### src/logic/gcoc_defines.vh
// constants for the general configuration and output control block
`ifndef GCOC_DEFINES_VH
`define GCOC_DEFINES_VH

// --------------------------------------------------------------------
// register offsets
// --------------------------------------------------------------------
`define GCOC_ADDR_RESET 8'h01
`define GCOC_ADDR_CFG_A 8'h02
`define GCOC_ADDR_CFG_B 8'h03

// --------------------------------------------------------------------
// reset values and writable masks
// --------------------------------------------------------------------
`define GCOC_CFG_A_RST 8'h00
`define GCOC_CFG_B_RST 8'h70
`define GCOC_CFG_A_MASK 8'hF0
`define GCOC_CFG_B_MASK 8'h7E

// --------------------------------------------------------------------
// field positions
// --------------------------------------------------------------------
`define GCOC_A_OUT_DRIVE 7
`define GCOC_A_OVERRIDE 6
`define GCOC_A_NO_LINK_OSC 5
`define GCOC_A_IDLE_STATE 4
`define GCOC_B_CRC_GEN 6
`define GCOC_B_PULL_DIR 5
`define GCOC_B_FILTER_EN 4
`define GCOC_B_REMOTE_FWD 3
`define GCOC_B_AUTO_ACK 2
`define GCOC_B_PIX_GATE 1
`define GCOC_RESET_KEEP_REGS 0

// --------------------------------------------------------------------
// timing counts
// --------------------------------------------------------------------
`define GCOC_FILT_SHORT 3'h2
`define GCOC_FILT_LONG 3'h4
`define GCOC_OSC_HALF_0 8'h01
`define GCOC_OSC_HALF_1 8'h03
`define GCOC_OSC_HALF_2 8'h07
`define GCOC_OSC_HALF_3 8'h0F

`endif

### src/logic/gcoc_top.v
// general configuration registers and the output control behind them
//
// Behaviour
// - without override, internal output enable is 1, stored drive bit ignored.
// - without override, idle state choice is 1, stored choice bit ignored.
// - with override set, drive and idle choice come from register bits.
// - oscillator out bit and no link: oscillator clock on pixel clock output.
// - idle state choice with drive value sets outputs while link is down.
// - return link CRC generated only while its enable is 1; resets to 1.
// - pull direction bit: 1 pull-down, 0 pull-up on undriven inputs; resets 1.
// - filter enable rejects pulses under two pixel clocks on valid and syncs.
// - line sync filter is 2 clocks single lane, 4 clocks dual lane.
// - remote forward bit passes I2C through when target address matches.
// - write auto-acknowledge acks I2C writes regardless of link acquisition.
// - pixel gating bit matters only with non protected serializer; a protected one always gates by valid.
// - logic reset clears datapath but keeps registers, then clears itself.
`timescale 1ns/1ps
`default_nettype none
`include "gcoc_defines.vh"

module gcoc_top (
  // clock and reset
  input wire mclk_in,
  input wire rst_b_in,
  // register port
  input wire [7:0] reg_addr_in,
  input wire [7:0] reg_wdata_in,
  input wire reg_wr_in,
  input wire reg_rd_in,
  output reg [7:0] reg_rdata_out,
  // link state
  input wire link_acquired_in,
  input wire dual_lane_in,
  input wire serializer_protected_in,
  input wire [1:0] osc_freq_sel_in,
  // pixel input side
  input wire pclk_in,
  input wire pix_tick_in,
  input wire data_valid_strobe_in,
  input wire line_sync_in,
  input wire frame_sync_in,
  input wire [23:0] pixel_in,
  // pixel output side
  output reg pclk_out,
  output reg data_valid_strobe_out,
  output reg line_sync_out,
  output reg frame_sync_out,
  output reg [23:0] pixel_out,
  output reg pixel_oe_out,
  // i2c and misc control
  input wire i2c_addr_match_in,
  output reg i2c_forward_out,
  output reg i2c_write_ack_ok_out,
  output reg return_link_crc_gen_on_out,
  output reg undriven_input_pull_dir_out,
  output reg logic_reset_keep_regs_out
);

  reg [7:0] general_config_a_r;
  reg [7:0] general_config_b_r;
  reg logic_rst_r;
  reg [7:0] osc_cnt_r;
  reg osc_clk_r;
  wire wr_a;
  wire wr_b;
  wire wr_rst;
  wire override;
  wire out_drive;
  wire idle_state_choice;
  wire filter_en;
  wire gate_on;
  wire [2:0] line_depth;
  wire [7:0] osc_half;
  wire dv_filt;
  wire ls_filt;
  wire fs_filt;

  // ------------------------------------------------------------------
  // helpers
  // ------------------------------------------------------------------
  // oscillator half period minus one, in system clocks, per frequency setting
  function [7:0] gcoc_osc_half;
    input [1:0] sel;
    begin
      case (sel)
        2'h0: gcoc_osc_half = `GCOC_OSC_HALF_0;
        2'h1: gcoc_osc_half = `GCOC_OSC_HALF_1;
        2'h2: gcoc_osc_half = `GCOC_OSC_HALF_2;
        default: gcoc_osc_half = `GCOC_OSC_HALF_3;
      endcase
    end
  endfunction

  // ------------------------------------------------------------------
  // register write decode
  // ------------------------------------------------------------------
  assign wr_a = reg_wr_in && (reg_addr_in == `GCOC_ADDR_CFG_A);
  assign wr_b = reg_wr_in && (reg_addr_in == `GCOC_ADDR_CFG_B);
  assign wr_rst = reg_wr_in && (reg_addr_in == `GCOC_ADDR_RESET);

  // config registers; only the system reset touches them, not logic reset
  always @(posedge mclk_in) begin
    if (!rst_b_in) begin
      general_config_a_r <= `GCOC_CFG_A_RST;
      general_config_b_r <= `GCOC_CFG_B_RST;
    end else begin
      if (wr_a) begin
        general_config_a_r <= reg_wdata_in & `GCOC_CFG_A_MASK;
      end
      if (wr_b) begin
        general_config_b_r <= reg_wdata_in & `GCOC_CFG_B_MASK;
      end
    end
  end

  // one-cycle logic reset pulse; the bit never stores, so it self-clears
  always @(posedge mclk_in) begin
    if (!rst_b_in) begin
      logic_rst_r <= 1'b0;
      logic_reset_keep_regs_out <= 1'b0;
    end else begin
      logic_rst_r <= wr_rst && reg_wdata_in[`GCOC_RESET_KEEP_REGS];
      logic_reset_keep_regs_out <= wr_rst && reg_wdata_in[`GCOC_RESET_KEEP_REGS];
    end
  end

  // read data, registered one cycle after the strobe
  always @(posedge mclk_in) begin
    if (!rst_b_in) begin
      reg_rdata_out <= 8'h00;
    end else if (reg_rd_in) begin
      case (reg_addr_in)
        `GCOC_ADDR_CFG_A: reg_rdata_out <= general_config_a_r & `GCOC_CFG_A_MASK;
        `GCOC_ADDR_CFG_B: reg_rdata_out <= general_config_b_r & `GCOC_CFG_B_MASK;
        default: reg_rdata_out <= 8'h00; // reset bit reads back zero
      endcase
    end
  end

  // ------------------------------------------------------------------
  // output control decode
  // ------------------------------------------------------------------
  assign override = general_config_a_r[`GCOC_A_OVERRIDE];
  assign out_drive = override ? general_config_a_r[`GCOC_A_OUT_DRIVE] : 1'b1;
  assign idle_state_choice = override ? general_config_a_r[`GCOC_A_IDLE_STATE] : 1'b1;
  assign filter_en = general_config_b_r[`GCOC_B_FILTER_EN];
  // a protected serializer always gates; the bit only matters otherwise
  assign gate_on = serializer_protected_in || general_config_b_r[`GCOC_B_PIX_GATE];
  assign line_depth = dual_lane_in ? `GCOC_FILT_LONG : `GCOC_FILT_SHORT;
  assign osc_half = gcoc_osc_half(osc_freq_sel_in);

  // ------------------------------------------------------------------
  // sync and valid filters
  // ------------------------------------------------------------------
  gcoc_sync_filter u_dv_filt (
    .mclk_in(mclk_in),
    .rst_b_in(rst_b_in),
    .logic_rst_in(logic_rst_r),
    .enable_in(filter_en),
    .pix_tick_in(pix_tick_in),
    .depth_in(`GCOC_FILT_SHORT),
    .level_in(data_valid_strobe_in),
    .level_out(dv_filt)
  );

  gcoc_sync_filter u_ls_filt (
    .mclk_in(mclk_in),
    .rst_b_in(rst_b_in),
    .logic_rst_in(logic_rst_r),
    .enable_in(filter_en),
    .pix_tick_in(pix_tick_in),
    .depth_in(line_depth),
    .level_in(line_sync_in),
    .level_out(ls_filt)
  );

  gcoc_sync_filter u_fs_filt (
    .mclk_in(mclk_in),
    .rst_b_in(rst_b_in),
    .logic_rst_in(logic_rst_r),
    .enable_in(filter_en),
    .pix_tick_in(pix_tick_in),
    .depth_in(`GCOC_FILT_SHORT),
    .level_in(frame_sync_in),
    .level_out(fs_filt)
  );

  // ------------------------------------------------------------------
  // internal oscillator
  // ------------------------------------------------------------------
  // divided square wave; runs only while it may be shown, to save power
  always @(posedge mclk_in) begin
    if (!rst_b_in || logic_rst_r) begin
      osc_cnt_r <= 8'h00;
      osc_clk_r <= 1'b0;
    end else if (general_config_a_r[`GCOC_A_NO_LINK_OSC] && !link_acquired_in) begin
      if (osc_cnt_r >= osc_half) begin
        osc_cnt_r <= 8'h00;
        osc_clk_r <= ~osc_clk_r;
      end else begin
        osc_cnt_r <= osc_cnt_r + 8'h01;
      end
    end else begin
      osc_cnt_r <= 8'h00;
      osc_clk_r <= 1'b0;
    end
  end

  // ------------------------------------------------------------------
  // pixel output stage
  // ------------------------------------------------------------------
  // link down: idle choice 1 drives low only while drive is set, 0 releases pins
  always @(posedge mclk_in) begin
    if (!rst_b_in || logic_rst_r) begin
      pclk_out <= 1'b0;
      data_valid_strobe_out <= 1'b0;
      line_sync_out <= 1'b0;
      frame_sync_out <= 1'b0;
      pixel_out <= 24'h000000;
      pixel_oe_out <= 1'b0;
    end else if (link_acquired_in) begin
      pclk_out <= pclk_in;
      data_valid_strobe_out <= dv_filt;
      line_sync_out <= ls_filt;
      frame_sync_out <= fs_filt;
      pixel_out <= (gate_on && !dv_filt) ? 24'h000000 : pixel_in;
      pixel_oe_out <= out_drive;
    end else begin
      pclk_out <= general_config_a_r[`GCOC_A_NO_LINK_OSC] ? osc_clk_r : 1'b0;
      data_valid_strobe_out <= 1'b0;
      line_sync_out <= 1'b0;
      frame_sync_out <= 1'b0;
      pixel_out <= 24'h000000;
      pixel_oe_out <= out_drive && idle_state_choice;
    end
  end

  // ------------------------------------------------------------------
  // control outputs
  // ------------------------------------------------------------------
  always @(posedge mclk_in) begin
    if (!rst_b_in) begin
      i2c_forward_out <= 1'b0;
      i2c_write_ack_ok_out <= 1'b0;
      return_link_crc_gen_on_out <= 1'b1;
      undriven_input_pull_dir_out <= 1'b1;
    end else begin
      i2c_forward_out <= general_config_b_r[`GCOC_B_REMOTE_FWD] && i2c_addr_match_in;
      i2c_write_ack_ok_out <= general_config_b_r[`GCOC_B_AUTO_ACK] || link_acquired_in;
      return_link_crc_gen_on_out <= general_config_b_r[`GCOC_B_CRC_GEN];
      undriven_input_pull_dir_out <= general_config_b_r[`GCOC_B_PULL_DIR];
    end
  end

endmodule

`default_nettype wire

### src/logic/gcoc_sync_filter.v
// glitch filter for one sync or valid strobe
`timescale 1ns/1ps
`default_nettype none

module gcoc_sync_filter (
  // clock and reset
  input wire mclk_in,
  input wire rst_b_in,
  input wire logic_rst_in,
  // control
  input wire enable_in,
  input wire pix_tick_in,
  input wire [2:0] depth_in,
  // data
  input wire level_in,
  output reg level_out
);

  reg [2:0] stable_cnt_r;

  // ------------------------------------------------------------------
  // filter
  // ------------------------------------------------------------------
  // a change is passed only once it has held for depth pixel clocks
  always @(posedge mclk_in) begin
    if (!rst_b_in || logic_rst_in) begin
      stable_cnt_r <= 3'h0;
      level_out <= 1'b0;
    end else if (!enable_in) begin
      stable_cnt_r <= 3'h0;
      level_out <= level_in;
    end else if (level_in == level_out) begin
      stable_cnt_r <= 3'h0; // short pulse dropped, count restarts
    end else if (pix_tick_in) begin
      if (stable_cnt_r + 3'h1 >= depth_in) begin
        level_out <= level_in;
        stable_cnt_r <= 3'h0;
      end else begin
        stable_cnt_r <= stable_cnt_r + 3'h1;
      end
    end
  end

endmodule

`default_nettype wire

### config.mk
export PLATFORM = sky130hd
export DESIGN_NAME = gcoc_top
export DESIGN_NICKNAME = d
export VERILOG_FILES = /design/src/logic/gcoc_top.v /design/src/logic/gcoc_sync_filter.v
export VERILOG_INCLUDE_DIRS = /design/src /design/src/logic
export SDC_FILE = /design/constraint.sdc
export NUM_CORES = 1
export LEC_CHECK = 0
export BUFFER_PORTS_ARGS = -buffer_cell sky130_fd_sc_hd__clkbuf_2
export CORE_ASPECT_RATIO = 1.1
export CORE_MARGIN = 2
export CORE_UTILIZATION = 40
export CTS_BUF_LIST = sky130_fd_sc_hd__clkbuf_4
export DETAILED_ROUTE_END_ITERATION = 7
export PLACE_DENSITY = 0.66
export SLEW_MARGIN = 20
export SYNTH_ARGS = -nofsm -noshare
export SYNTH_HDL_FRONTEND = slang
export SYNTH_SLANG_ARGS = --single-unit
### constraint.sdc
create_clock -name mclk_in -period 2.05 [get_ports mclk_in]
set_input_delay 0.1025 -clock mclk_in [delete_from_list [all_inputs] [get_ports mclk_in]]
set_output_delay 0.1025 -clock mclk_in [all_outputs]
set_load 0.05 [all_outputs]
==> impl_metrics.tcl, run 1 <==
set metrics [dict create \
    status "completed" \
    core_um2 6630 \
    num-fill-cells 567 \
    worst_path_most_repeated_cell "sky130_fd_sc_hd__ha_1" \
    p_per_area_nw_per_um2 721 \
    cts_sinks 72 \
    clockBufferDepth 2 \
    start_util_pct 41.4 \
    timing_max_transition_violations_final 0 \
    critPathMaxFanout 3 \
    crit_start_category "flip-flop" \
    routed_via_density 4.67 \
    ys_async_sr_fraction_pct 0 \
    portBuffers 95 \
    yosys_warnings 0 \
    max_cap_violations 0 \
    cts.reportedPaths.clkPinSlew_ns 0.12 \
    synth.lib_cells_used.distinct 42 \
    power.clock.fraction_pct 36.3 \
    setup_violations 0 \
    seq_power_share_pct 52.2 \
    via_count_of_the_first_global_routing_pass 2286 \
    crit-reg2reg-capture "u_ls_filt.stable_cnt_r[0]" \
    antennaDiodeCount 0 \
    drt_first_pass_iters 5 \
    setup_total_negative_slack_ns 0 \
    design_power_total_w 0.00276 \
    highest_cell_delay_on_the_worst_timing_path_ns 0.35 \
    seqCellArea_um2 1440 \
    timing.hold.worst.start "reg_rd_in" \
    crit_chain "ha_1 -> inv_1 -> ha_1 -> a21boi_0 -> o21ai_0 -> mux2_2 -> nor3_1" \
    netSwitchingPower_w 0.000690 \
    hold_path_end "reg_rdata_out[7]" \
    number_of_cells_traversed_by_the_worst_register_to_register_path 7 \
    clock_skew_ns 0.00845 \
    dpl.hpwl_mm 4.12 \
    max_transition_margin_pct 64.9 \
    worst-slew-pin-transition_ns 0.527 \
    number_of_buffers_created_by_cts 9 \
    power.share.combinational_pct 11.5 \
    postRouteAntennaNets 0 \
    chip_width_um 83.0 \
    floorplan.die.height_um 90.9 \
    grt_pass1_wl_mm 10.1 \
    clock_insertion_delay_worst_skew_ns 0.40 \
    irDropWorstVdd_mv 0.441 \
    arrival_ns 2.20 \
    synthesis.area_per_instance_um2 10.3 \
    grt_start_max_net_pins 34 \
    place_congestion 0.745 \
    worstSetupStartpoint "u_ls_filt.stable_cnt_r[0]" \
    finalCriticalPeriod_ns 1.88 \
    worstHoldPathCells 3 \
    first_iter_violations 83 \
    ratio_of_cells_with_drive_above_1_in_the_final_layout_pct 29.7 \
    dr_total_vias 2289 \
    drc 0 \
    final_net_count 469 \
    critical_path_class "flip-flop to flip-flop" \
    p_leak_nw 1.83 \
    cp_max_stage_cell "sky130_fd_sc_hd__dfxtp_1" \
    htreeDepth 3 \
    setup_repair_after_global_routing_missed_its_margin "false" \
    multi_input_area_um2 1230 \
    clk_root_buffer_cell "sky130_fd_sc_hd__clkbuf_4" \
    tritoncts_clock_tree "yes" \
    globalRoute.totalOverflow 0 \
    die_area_um2 7550 \
    syn-instance-count 266 \
    final-hold-violation-count 0 \
    p_sw_share_pct 25.0 \
    synth-edff-count 0 \
    reg2reg_from "u_ls_filt.stable_cnt_r[0]" \
    finalCritPeriodShare_pct 91.6 \
    cts_post_setup_buffers_inserted 0 \
    synthToLayoutAreaGrowth_pct 39.4 \
    wirelength_mm 6.00 \
    power_report.internal_total_w 0.00207 \
    global_route.usage.total_pct 16.7 \
    synth_sequential_area_ratio_pct 52.5 \
    row_count 31 \
    timing.critical_path.required_ns 2.37 \
    min_path_type "input port to flip-flop" \
    max_freq_mhz 533 \
    setup_crit_end_kind "flip-flop" \
    synth.cell_area_um2 2750 \
    io_count 97 \
    antenna_found_initial 0 \
    synth_flop_cell "sky130_fd_sc_hd__dfxtp_1" \
    r2r_setup_slack_ns 0.17 \
    ys_ff_latch 72 \
    routedWlPerCell_um 12.2 \
]
==> area by class of cell <==
cell class | instances | share of cell area, %
multi-input combinational | 178 | 32.1
clock buffer | 9 | 1.76
clock inverter | 7 | 2.48
sequential | 72 | 37.6
inverter | 8 | 0.784
tap | 82 | 2.68
timing repair buffer | 134 | 22.5
==> power groups by stage <==
stage,logic (W),clock network (W),registers (W)
detailed placement,0.000262,0,0.00147
global placement,0.000259,0,0.00147
CTS,0.000317,0.00104,0.00144
finish,0.000317,0.00100,0.00144
global route,0.000344,0.00111,0.00144
floorplan,0.000104,0,0.00154
==> metrics by stage <==
| stage | cells | hold slack, ns | worst slack (ns) | cell area, um2 | util, % |
|---|---|---|---|---|---|
| after CTS | 490 | 0.0281 | 0.180 | 3830 | 57.7 |
| after detailed placement | 436 | 0.306 | 0.213 | 3290 | 49.5 |
| final | 490 | 0.0711 | 0.173 | 3830 | 57.7 |
| after global routing | 490 | 0.0457 | 0.0590 | 3830 | 57.7 |
| after floorplan | 269 | 0.176 | 0.359 | 2760 | - |
| after global placement | 436 | 0.301 | 0.271 | 3290 | 49.5 |
==> cells in the mapped netlist, types with 2 or more instances <==
cell                       number  area [um2]
sky130_fd_sc_hd__ha_1          11         138
sky130_fd_sc_hd__mux2_2         4        45.0
sky130_fd_sc_hd__xor2_1         6        52.6
sky130_fd_sc_hd__buf_2          2        10.0
sky130_fd_sc_hd__and3_1         7        43.8
sky130_fd_sc_hd__nor2_1        14        52.6
sky130_fd_sc_hd__xnor2_1        3        26.3
sky130_fd_sc_hd__nor4_1         2        12.5
sky130_fd_sc_hd__nand2b_1       4        25.0
sky130_fd_sc_hd__mux2i_1       11         110
sky130_fd_sc_hd__nor2b_1        5        31.3
sky130_fd_sc_hd__inv_1          8        30.0
sky130_fd_sc_hd__nor4b_1        3        26.3
sky130_fd_sc_hd__o31ai_1        2        15.0
sky130_fd_sc_hd__clkbuf_1       5        18.8
sky130_fd_sc_hd__nand3b_1       9        67.6
sky130_fd_sc_hd__o21a_1         3        22.5
sky130_fd_sc_hd__nand3_1       11        55.1
sky130_fd_sc_hd__a21oi_1        3        15.0
sky130_fd_sc_hd__o211ai_1       2        15.0
sky130_fd_sc_hd__dfxtp_1       72        1440
sky130_fd_sc_hd__o21ai_0       14        70.1
sky130_fd_sc_hd__nor3_1         2        10.0
sky130_fd_sc_hd__a21boi_0       2        15.0
sky130_fd_sc_hd__clkbuf_2       2        10.0
sky130_fd_sc_hd__and2_1        25         156
sky130_fd_sc_hd__nor3b_1        3        22.5
sky130_fd_sc_hd__nand2_1       17        63.8
==> kinds of logic (layout without fill, tap and decap cells) <==
kind of cell	Yosys count	in the layout	synth area share, %
simple gates	110	110	24.2
xor+xnor	9	9	2.87
compound gates	29	29	6.47
flops	72	72	52.5
buf+inv	19	158	3.19
other cells	1	4	0.137
fa+ha+maj	11	11	5.01
mux	15	15	5.65
==> sequential cells by signal, indices dropped and copies added, names as in the netlist, 3 cells and up <==
| signal | count |
|---|---|
| pixel_out | 24 |
| general_config_a_r | 4 |
| u_ls_filt.stable_cnt_r | 3 |
| general_config_b_r | 6 |
| reg_rdata_out | 7 |
| u_dv_filt.stable_cnt_r | 3 |
| u_fs_filt.stable_cnt_r | 3 |
| osc_cnt_r | 8 |
==> worst max-delay path, delay by kind of cell (launching register included) <==
family,cells,cell delay (ns)
multiplexers,1,0.29
AND/OR/NAND/NOR,1,0.13
buffers and inverters,1,0.05
AO/OA/AOI/OAI,2,0.45
flip-flops,1,0.35
adder cells (fa/ha/maj),2,0.54
==> worst max path at each step <==
stage / depth (start not counted) / to / slack [ns]
after global placement: 7 / u_ls_filt.stable_cnt_r[0] / 0.27
after global routing: 7 / u_ls_filt.stable_cnt_r[0] / 0.06
after detailed placement: 7 / u_ls_filt.stable_cnt_r[0] / 0.21
after CTS: 7 / u_ls_filt.stable_cnt_r[0] / 0.18
after floorplan: 7 / u_ls_filt.stable_cnt_r[0] / 0.36
final: 7 / u_ls_filt.stable_cnt_r[0] / 0.17
==> routing by layer <==
layer / GRT usage (%) / wire [um]
met5: 0 / 0
met4: 6.83 / 102
met3: 6.86 / 445
met2: 26.4 / 2820
met1: 20.1 / 2630
==> layout by cell type, fill, tap and decap left out, types with 2 or more instances in the layout <==
| cell | netlist | routed |
|---|---|---|
| sky130_fd_sc_hd__nand2b_1 | 4 | 4 |
| sky130_fd_sc_hd__nor3b_1 | 3 | 3 |
| sky130_fd_sc_hd__dfxtp_1 | 72 | 72 |
| sky130_fd_sc_hd__nor4b_1 | 3 | 3 |
| sky130_fd_sc_hd__xor2_1 | 6 | 6 |
| sky130_fd_sc_hd__nand3_1 | 11 | 11 |
| sky130_fd_sc_hd__nor3_1 | 2 | 2 |
| sky130_fd_sc_hd__a21boi_0 | 2 | 2 |
| sky130_fd_sc_hd__and3_1 | 7 | 7 |
| sky130_fd_sc_hd__dlygate4sd3_1 | 0 | 38 |
| sky130_fd_sc_hd__o21ai_0 | 14 | 14 |
| sky130_fd_sc_hd__clkbuf_2 | 2 | 95 |
| sky130_fd_sc_hd__xnor2_1 | 3 | 3 |
| sky130_fd_sc_hd__o211ai_1 | 2 | 2 |
| sky130_fd_sc_hd__nand3b_1 | 9 | 9 |
| sky130_fd_sc_hd__nor2b_1 | 5 | 5 |
| sky130_fd_sc_hd__bufinv_16 | 0 | 2 |
| sky130_fd_sc_hd__conb_1 | 1 | 4 |
| sky130_fd_sc_hd__a21oi_1 | 3 | 3 |
| sky130_fd_sc_hd__and2_1 | 25 | 25 |
| sky130_fd_sc_hd__clkinv_4 | 0 | 2 |
| sky130_fd_sc_hd__mux2i_1 | 11 | 11 |
| sky130_fd_sc_hd__clkbuf_4 | 0 | 9 |
| sky130_fd_sc_hd__nor2_1 | 14 | 14 |
| sky130_fd_sc_hd__o21a_1 | 3 | 3 |
| sky130_fd_sc_hd__nor4_1 | 2 | 2 |
| sky130_fd_sc_hd__ha_1 | 11 | 11 |
| sky130_fd_sc_hd__nand2_1 | 17 | 17 |
| sky130_fd_sc_hd__mux2_2 | 4 | 4 |
| sky130_fd_sc_hd__inv_1 | 8 | 8 |
| sky130_fd_sc_hd__o31ai_1 | 2 | 2 |
==> what timing repair did <==
item	in CTS	in global routing
resized for setup	0	0
endpoints found under the hold margin	40	0
hold buffers	38	0
(Power assumes the default switching activity.)
==> run 2, diff against run 1 <==
Settings changed: SETUP_SLACK_MARGIN from default to 0.5.
==> impl_metrics.tcl, run 2 (synthesis gave the netlist of run 1 again) <==
set metrics [dict create \
    min_path_type "input port to flip-flop" \
    m1WireLength_mm 2.61 \
    num-fill-cells 580 \
    biggestRegsByFlops "pixel_out x24, osc_cnt_r x8, reg_rdata_out x7" \
    first_iter_violations 54 \
    highest_cell_delay_on_the_worst_timing_path_ns 0.36 \
    timing.hold.worst.start "link_acquired_in" \
    arrival_ns 1.92 \
    core_um2 6630 \
    htreeDepth 3 \
    power.share.combinational_pct 12.1 \
    via_count_of_the_first_global_routing_pass 2364 \
    io_count 97 \
    grt_start_max_net_pins 34 \
    power_report.internal_total_w 0.00208 \
    ratio_of_cells_with_drive_above_1_in_the_final_layout_pct 33.0 \
    row_count 31 \
    portBuffers 95 \
    clockBufferDepth 2 \
    max_freq_mhz 637 \
    final-hold-violation-count 0 \
    floorplan.die.height_um 90.9 \
    power.clock.fraction_pct 36.0 \
    die_area_um2 7550 \
    p_leak_nw 1.83 \
    timing.critical_path.required_ns 2.40 \
    placed_instances 436 \
    number_of_buffers_created_by_cts 9 \
    timing_max_transition_violations_final 0 \
    worstHoldPathCells 2 \
    route.top_layer_used "met4" \
    setup_repair_after_global_routing_missed_its_margin "true" \
    hold_path_end "i2c_write_ack_ok_out" \
    cts_sinks 72 \
    largest_register_ffs 24 \
    detailroute.wirelength.met2_mm 3.26 \
    netSwitchingPower_w 0.000702 \
    p_per_area_nw_per_um2 713 \
    setup_crit_end_kind "flip-flop" \
    globalRoute.totalOverflow 0 \
    status "completed" \
    postRouteAntennaNets 0 \
    setup_total_negative_slack_ns 0 \
    start_util_pct 41.4 \
    setup_violations 0 \
    finalCritPeriodShare_pct 76.5 \
    finalCriticalPeriod_ns 1.57 \
    routed_via_density 4.74 \
    cp_max_stage_cell "sky130_fd_sc_hd__dfxtp_2" \
    place_congestion 0.710 \
    antennaDiodeCount 0 \
    reg2reg_from "u_ls_filt.stable_cnt_r[0]" \
    chip_width_um 83.0 \
    dr_total_vias 2327 \
    critical_path_class "flip-flop to flip-flop" \
    drc 0 \
    tritoncts_clock_tree "yes" \
    clock_skew_ns 0.00945 \
    top_register "pixel_out" \
    layout.cells.most_common "sky130_fd_sc_hd__clkbuf_2" \
    clock_insertion_delay_worst_skew_ns 0.41 \
    wirelength_mm 6.41 \
    p_sw_share_pct 25.2 \
    synthToLayoutAreaGrowth_pct 42.0 \
    r2r_setup_slack_ns 0.48 \
    grt_pass1_wl_mm 10.8 \
    antenna_found_initial 0 \
    crit_chain "ha_4 -> xor2_1 -> ha_1 -> inv_2 -> o21ai_4 -> mux2_2 -> nor3_2" \
    crit_start_category "flip-flop" \
    critPathMaxFanout 3 \
    cts.reportedPaths.clkPinSlew_ns 0.12 \
    dpl.hpwl_mm 4.23 \
    max_cap_violations 0 \
    layout_common_cells "sky130_fd_sc_hd__clkbuf_2, sky130_fd_sc_hd__dfxtp_1, sky130_fd_sc_hd__dlygate4sd3_1, sky130_fd_sc_hd__and2_1, sky130_fd_sc_hd__nand2_1" \
    irDropWorstVdd_mv 0.451 \
    seq_power_share_pct 51.8 \
    crit-reg2reg-capture "u_ls_filt.stable_cnt_r[0]" \
    layoutNonFillerInstCount 491 \
    drt_first_pass_iters 4 \
    number_of_cells_traversed_by_the_worst_register_to_register_path 7 \
    clk_root_buffer_cell "sky130_fd_sc_hd__clkbuf_4" \
    global_route.usage.total_pct 18.0 \
    routedWlPerCell_um 13.1 \
    final_net_count 470 \
    met3RoutedLength_um 473 \
]
[run 2: metal layers]
| metal | global-route usage [%] | vias up |
|---|---|---|
| met5 | 0 | - |
| met4 | 6.97 | 0 |
| met3 | 8.04 | 8 |
| met2 | 31.0 | 72 |
| met1 | 19.3 | 1066 |
| li1 | - | 1181 |
[run 2: critical path, delay by kind of cell, from the launching register on]
kind / cells / cell delay, ns
XOR/XNOR: 1 / 0.14
flip-flops: 1 / 0.36
buffers and inverters: 1 / 0.09
AO/OA/AOI/OAI: 1 / 0.07
adder cells (fa/ha/maj): 2 / 0.48
AND/OR/NAND/NOR: 1 / 0.09
multiplexers: 1 / 0.27
[run 2: repair_timing]
item,in CTS,in global routing
endpoints found under the hold margin,40,0
resized for setup,6,9
hold buffers,38,0
buffers inserted,1,0
pin swaps,1,4
setup endpoints to repair,4,28
cloned,0,0
[run 2: worst max path at each step]
stage | start | end | slack (ns) | cells past startpoint
5_1_grt | u_ls_filt.stable_cnt_r[1] | u_ls_filt.stable_cnt_r[0] | 0.42 | 7
2_1_floorplan | u_ls_filt.stable_cnt_r[0] | u_ls_filt.stable_cnt_r[0] | 0.49 | 7
3_5_place_dp | u_ls_filt.stable_cnt_r[0] | u_ls_filt.stable_cnt_r[0] | 0.37 | 7
4_1_cts | u_ls_filt.stable_cnt_r[1] | u_ls_filt.stable_cnt_r[0] | 0.45 | 7
3_3_place_gp | u_ls_filt.stable_cnt_r[0] | u_ls_filt.stable_cnt_r[0] | 0.44 | 7
6_report | u_ls_filt.stable_cnt_r[0] | u_ls_filt.stable_cnt_r[0] | 0.48 | 7
[run 2: area by class of cell]
| cell class | count | area [um2] | area share [%] |
|---|---|---|---|
| Sequential cell | 72 | 1440 | 37.0 |
| Multi-Input combinational cell | 178 | 1290 | 33.1 |
| Clock inverter | 7 | 95.1 | 2.44 |
| Tap cell | 82 | 103 | 2.63 |
| Timing Repair Buffer | 135 | 871 | 22.3 |
| Inverter | 8 | 30.0 | 0.770 |
| Clock buffer | 9 | 67.6 | 1.73 |
[run 2: per-stage QoR]
step | worst slack, ns | power, W | area [um2] | util, % | hold WS [ns]
floorplan | 0.485 | 0.00164 | 2770 | - | 0.176
global placement | 0.443 | 0.00173 | 3290 | 49.7 | 0.301
detailed placement | 0.369 | 0.00174 | 3290 | 49.7 | 0.290
CTS | 0.451 | 0.00281 | 3870 | 58.4 | 0.0284
global route | 0.418 | 0.00291 | 3900 | 58.8 | 0.0204
finish | 0.481 | 0.00278 | 3900 | 58.8 | 0.0415
[run 2: power by group through the flow]
stage                     logic (W)  clock network [W]  registers (W)
after floorplan            0.000107                  0        0.00154
after global placement     0.000262                  0        0.00147
after detailed placement   0.000266                  0        0.00147
after CTS                  0.000332            0.00104        0.00144
after global routing       0.000366            0.00110        0.00145
final                      0.000338            0.00100        0.00144
==> run 3, diff against run 2 <==
Clock period 2.05 ns to 1.5 ns, I/O delays scaled along.
==> impl_metrics.tcl, run 3 (synthesis gave the netlist of run 1 again) <==
set metrics [dict create \
    crit-reg2reg-capture "u_ls_filt.stable_cnt_r[0]" \
    floorplan.die.height_um 90.9 \
    r2r_setup_slack_ns -0.09 \
    drc 0 \
    finalCriticalPeriod_ns 1.59 \
    placed_instances 443 \
    timing_max_transition_violations_final 0 \
    path_delay_family "adder cells" \
    io_count 97 \
    layout_common_cells "sky130_fd_sc_hd__clkbuf_2, sky130_fd_sc_hd__dfxtp_2, sky130_fd_sc_hd__dlygate4sd3_1, sky130_fd_sc_hd__clkbuf_16, sky130_fd_sc_hd__and2_4" \
    largest_register_ffs 24 \
    setup_violations 3 \
    crit_chain "ha_4 -> xor2_1 -> ha_1 -> inv_2 -> o21ai_2 -> mux2_2 -> nor3_2" \
    failing_checks "negative setup slack" \
    grt_pass1_wl_mm 14.1 \
    drt_first_pass_iters 5 \
    globalRoute.totalOverflow 0 \
    crit_start_category "flip-flop" \
    final_net_count 490 \
    setup_crit_end_kind "flip-flop" \
    number_of_buffers_created_by_cts 9 \
    htreeDepth 3 \
    top_register "pixel_out" \
    portBuffers 95 \
    global_route.usage.total_pct 24.0 \
    arrival_ns 1.94 \
    ratio_of_cells_with_drive_above_1_in_the_final_layout_pct 57.6 \
    min_path_type "input port to flip-flop" \
    cp_max_stage_cell "sky130_fd_sc_hd__dfxtp_2" \
    chip_width_um 83.0 \
    max_freq_mhz 627 \
    layoutNonFillerInstCount 511 \
    place_congestion 0.771 \
    biggestRegsByFlops "pixel_out x24, osc_cnt_r x8, reg_rdata_out x7" \
    routedWlPerCell_um 19.3 \
    dr_total_vias 2630 \
    dpl.hpwl_mm 4.58 \
    routed_via_density 5.15 \
    reg2reg_from "u_ls_filt.stable_cnt_r[0]" \
    number_of_cells_traversed_by_the_worst_register_to_register_path 7 \
    status "finished, violations left" \
    setup_repair_after_global_routing_missed_its_margin "true" \
    timing.hold.worst.start "reg_addr_in[0]" \
    worstHoldPathCells 2 \
    clockBufferDepth 2 \
    clk_root_buffer_cell "sky130_fd_sc_hd__clkbuf_4" \
    p_per_area_nw_per_um2 807 \
    core_um2 6630 \
    clock_skew_ns 0.0252 \
    finalCritPeriodShare_pct 106 \
    start_util_pct 41.4 \
    highest_cell_delay_on_the_worst_timing_path_ns 0.38 \
    irDropWorstVdd_mv 0.647 \
    worstPathBufferInverterCount 1 \
    tritoncts_clock_tree "yes" \
    setup_total_negative_slack_ns -0.218 \
    layout.cells.most_common "sky130_fd_sc_hd__clkbuf_2" \
    row_count 31 \
    max_cap_violations 0 \
    critical_path_class "flip-flop to flip-flop" \
    critPathMaxFanout 3 \
    antenna_found_initial 0 \
    clock_insertion_delay_worst_skew_ns 0.42 \
    cts.reportedPaths.clkPinSlew_ns 0.14 \
    p_leak_nw 2.20 \
    setup_ws_ns -0.0949 \
    post-place-ws_ns -0.0870 \
    wirelength_mm 9.88 \
    antennaDiodeCount 0 \
    timing.critical_path.required_ns 1.85 \
    final-hold-violation-count 0 \
    design_power_total_w 0.00408 \
    postRouteAntennaNets 0 \
    via_count_of_the_first_global_routing_pass 2833 \
    cts_sinks 72 \
    synthToLayoutAreaGrowth_pct 83.8 \
    hold_path_end "reg_rdata_out[7]" \
    grt_start_max_net_pins 25 \
    first_iter_violations 93 \
    die_area_um2 7550 \
]
[run 3: worst max-delay path by stage]
stage / from / endpoint / slack (ns) / depth (start not counted)
6_report: u_ls_filt.stable_cnt_r[0] / u_ls_filt.stable_cnt_r[0] / -0.09 / 7
5_1_grt: u_ls_filt.stable_cnt_r[0] / u_ls_filt.stable_cnt_r[0] / -0.15 / 7
4_1_cts: u_ls_filt.stable_cnt_r[1] / u_ls_filt.stable_cnt_r[0] / -0.06 / 7
3_5_place_dp: u_ls_filt.stable_cnt_r[1] / u_ls_filt.stable_cnt_r[0] / -0.09 / 7
3_3_place_gp: u_ls_filt.stable_cnt_r[1] / u_ls_filt.stable_cnt_r[0] / -0.02 / 7
2_1_floorplan: u_ls_filt.stable_cnt_r[0] / u_ls_filt.stable_cnt_r[0] / 0.02 / 7
[run 3: what timing repair did]
item,in CTS,in global routing
gates resized for setup,176,52
hold buffers,42,0
setup buffers,3,4
hold endpoints to repair,41,0
pin swaps,6,5
gates cloned,3,0
endpoints found under the setup margin,83,88
[run 3: layer usage]
| layer | global-route usage, % | up-vias | routed length (um) |
|---|---|---|---|
| met1 | 24.7 | 1246 | 3580 |
| met4 | 9.43 | 0 | 374 |
| met3 | 9.78 | 33 | 859 |
| met2 | 43.1 | 123 | 5060 |
| met5 | 0 | - | 0 |
| li1 | - | 1228 | - |
[run 3: through the flow]
step | cell area (um2) | hold WS (ns) | util (%)
3_3_place_gp | 3420 | 0.276 | 51.5
6_report | 5050 | 0.0313 | 76.1
5_1_grt | 5050 | 0.0121 | 76.1
4_1_cts | 4860 | 0.0145 | 73.3
2_1_floorplan | 2850 | 0.141 | -
3_5_place_dp | 3420 | 0.284 | 51.5
[run 3: cell type report]
class,instances,area [um2]
clock buffers,11,82.6
clock inverters,5,81.3
fillers,368,1590
inverters,8,30.0
multi-input cells,181,1560
flip-flops and latches,72,1520
well taps,82,103
repair buffers,152,1680
[run 3: report_power, final]
part	internal [W]	total [W]	switching, W
Combinational	0.000346	0.000652	0.000306
Sequential	0.00195	0.00199	0.0000383
Clock	0.000714	0.00143	0.000719
Total	0.00301	0.00408	0.00106
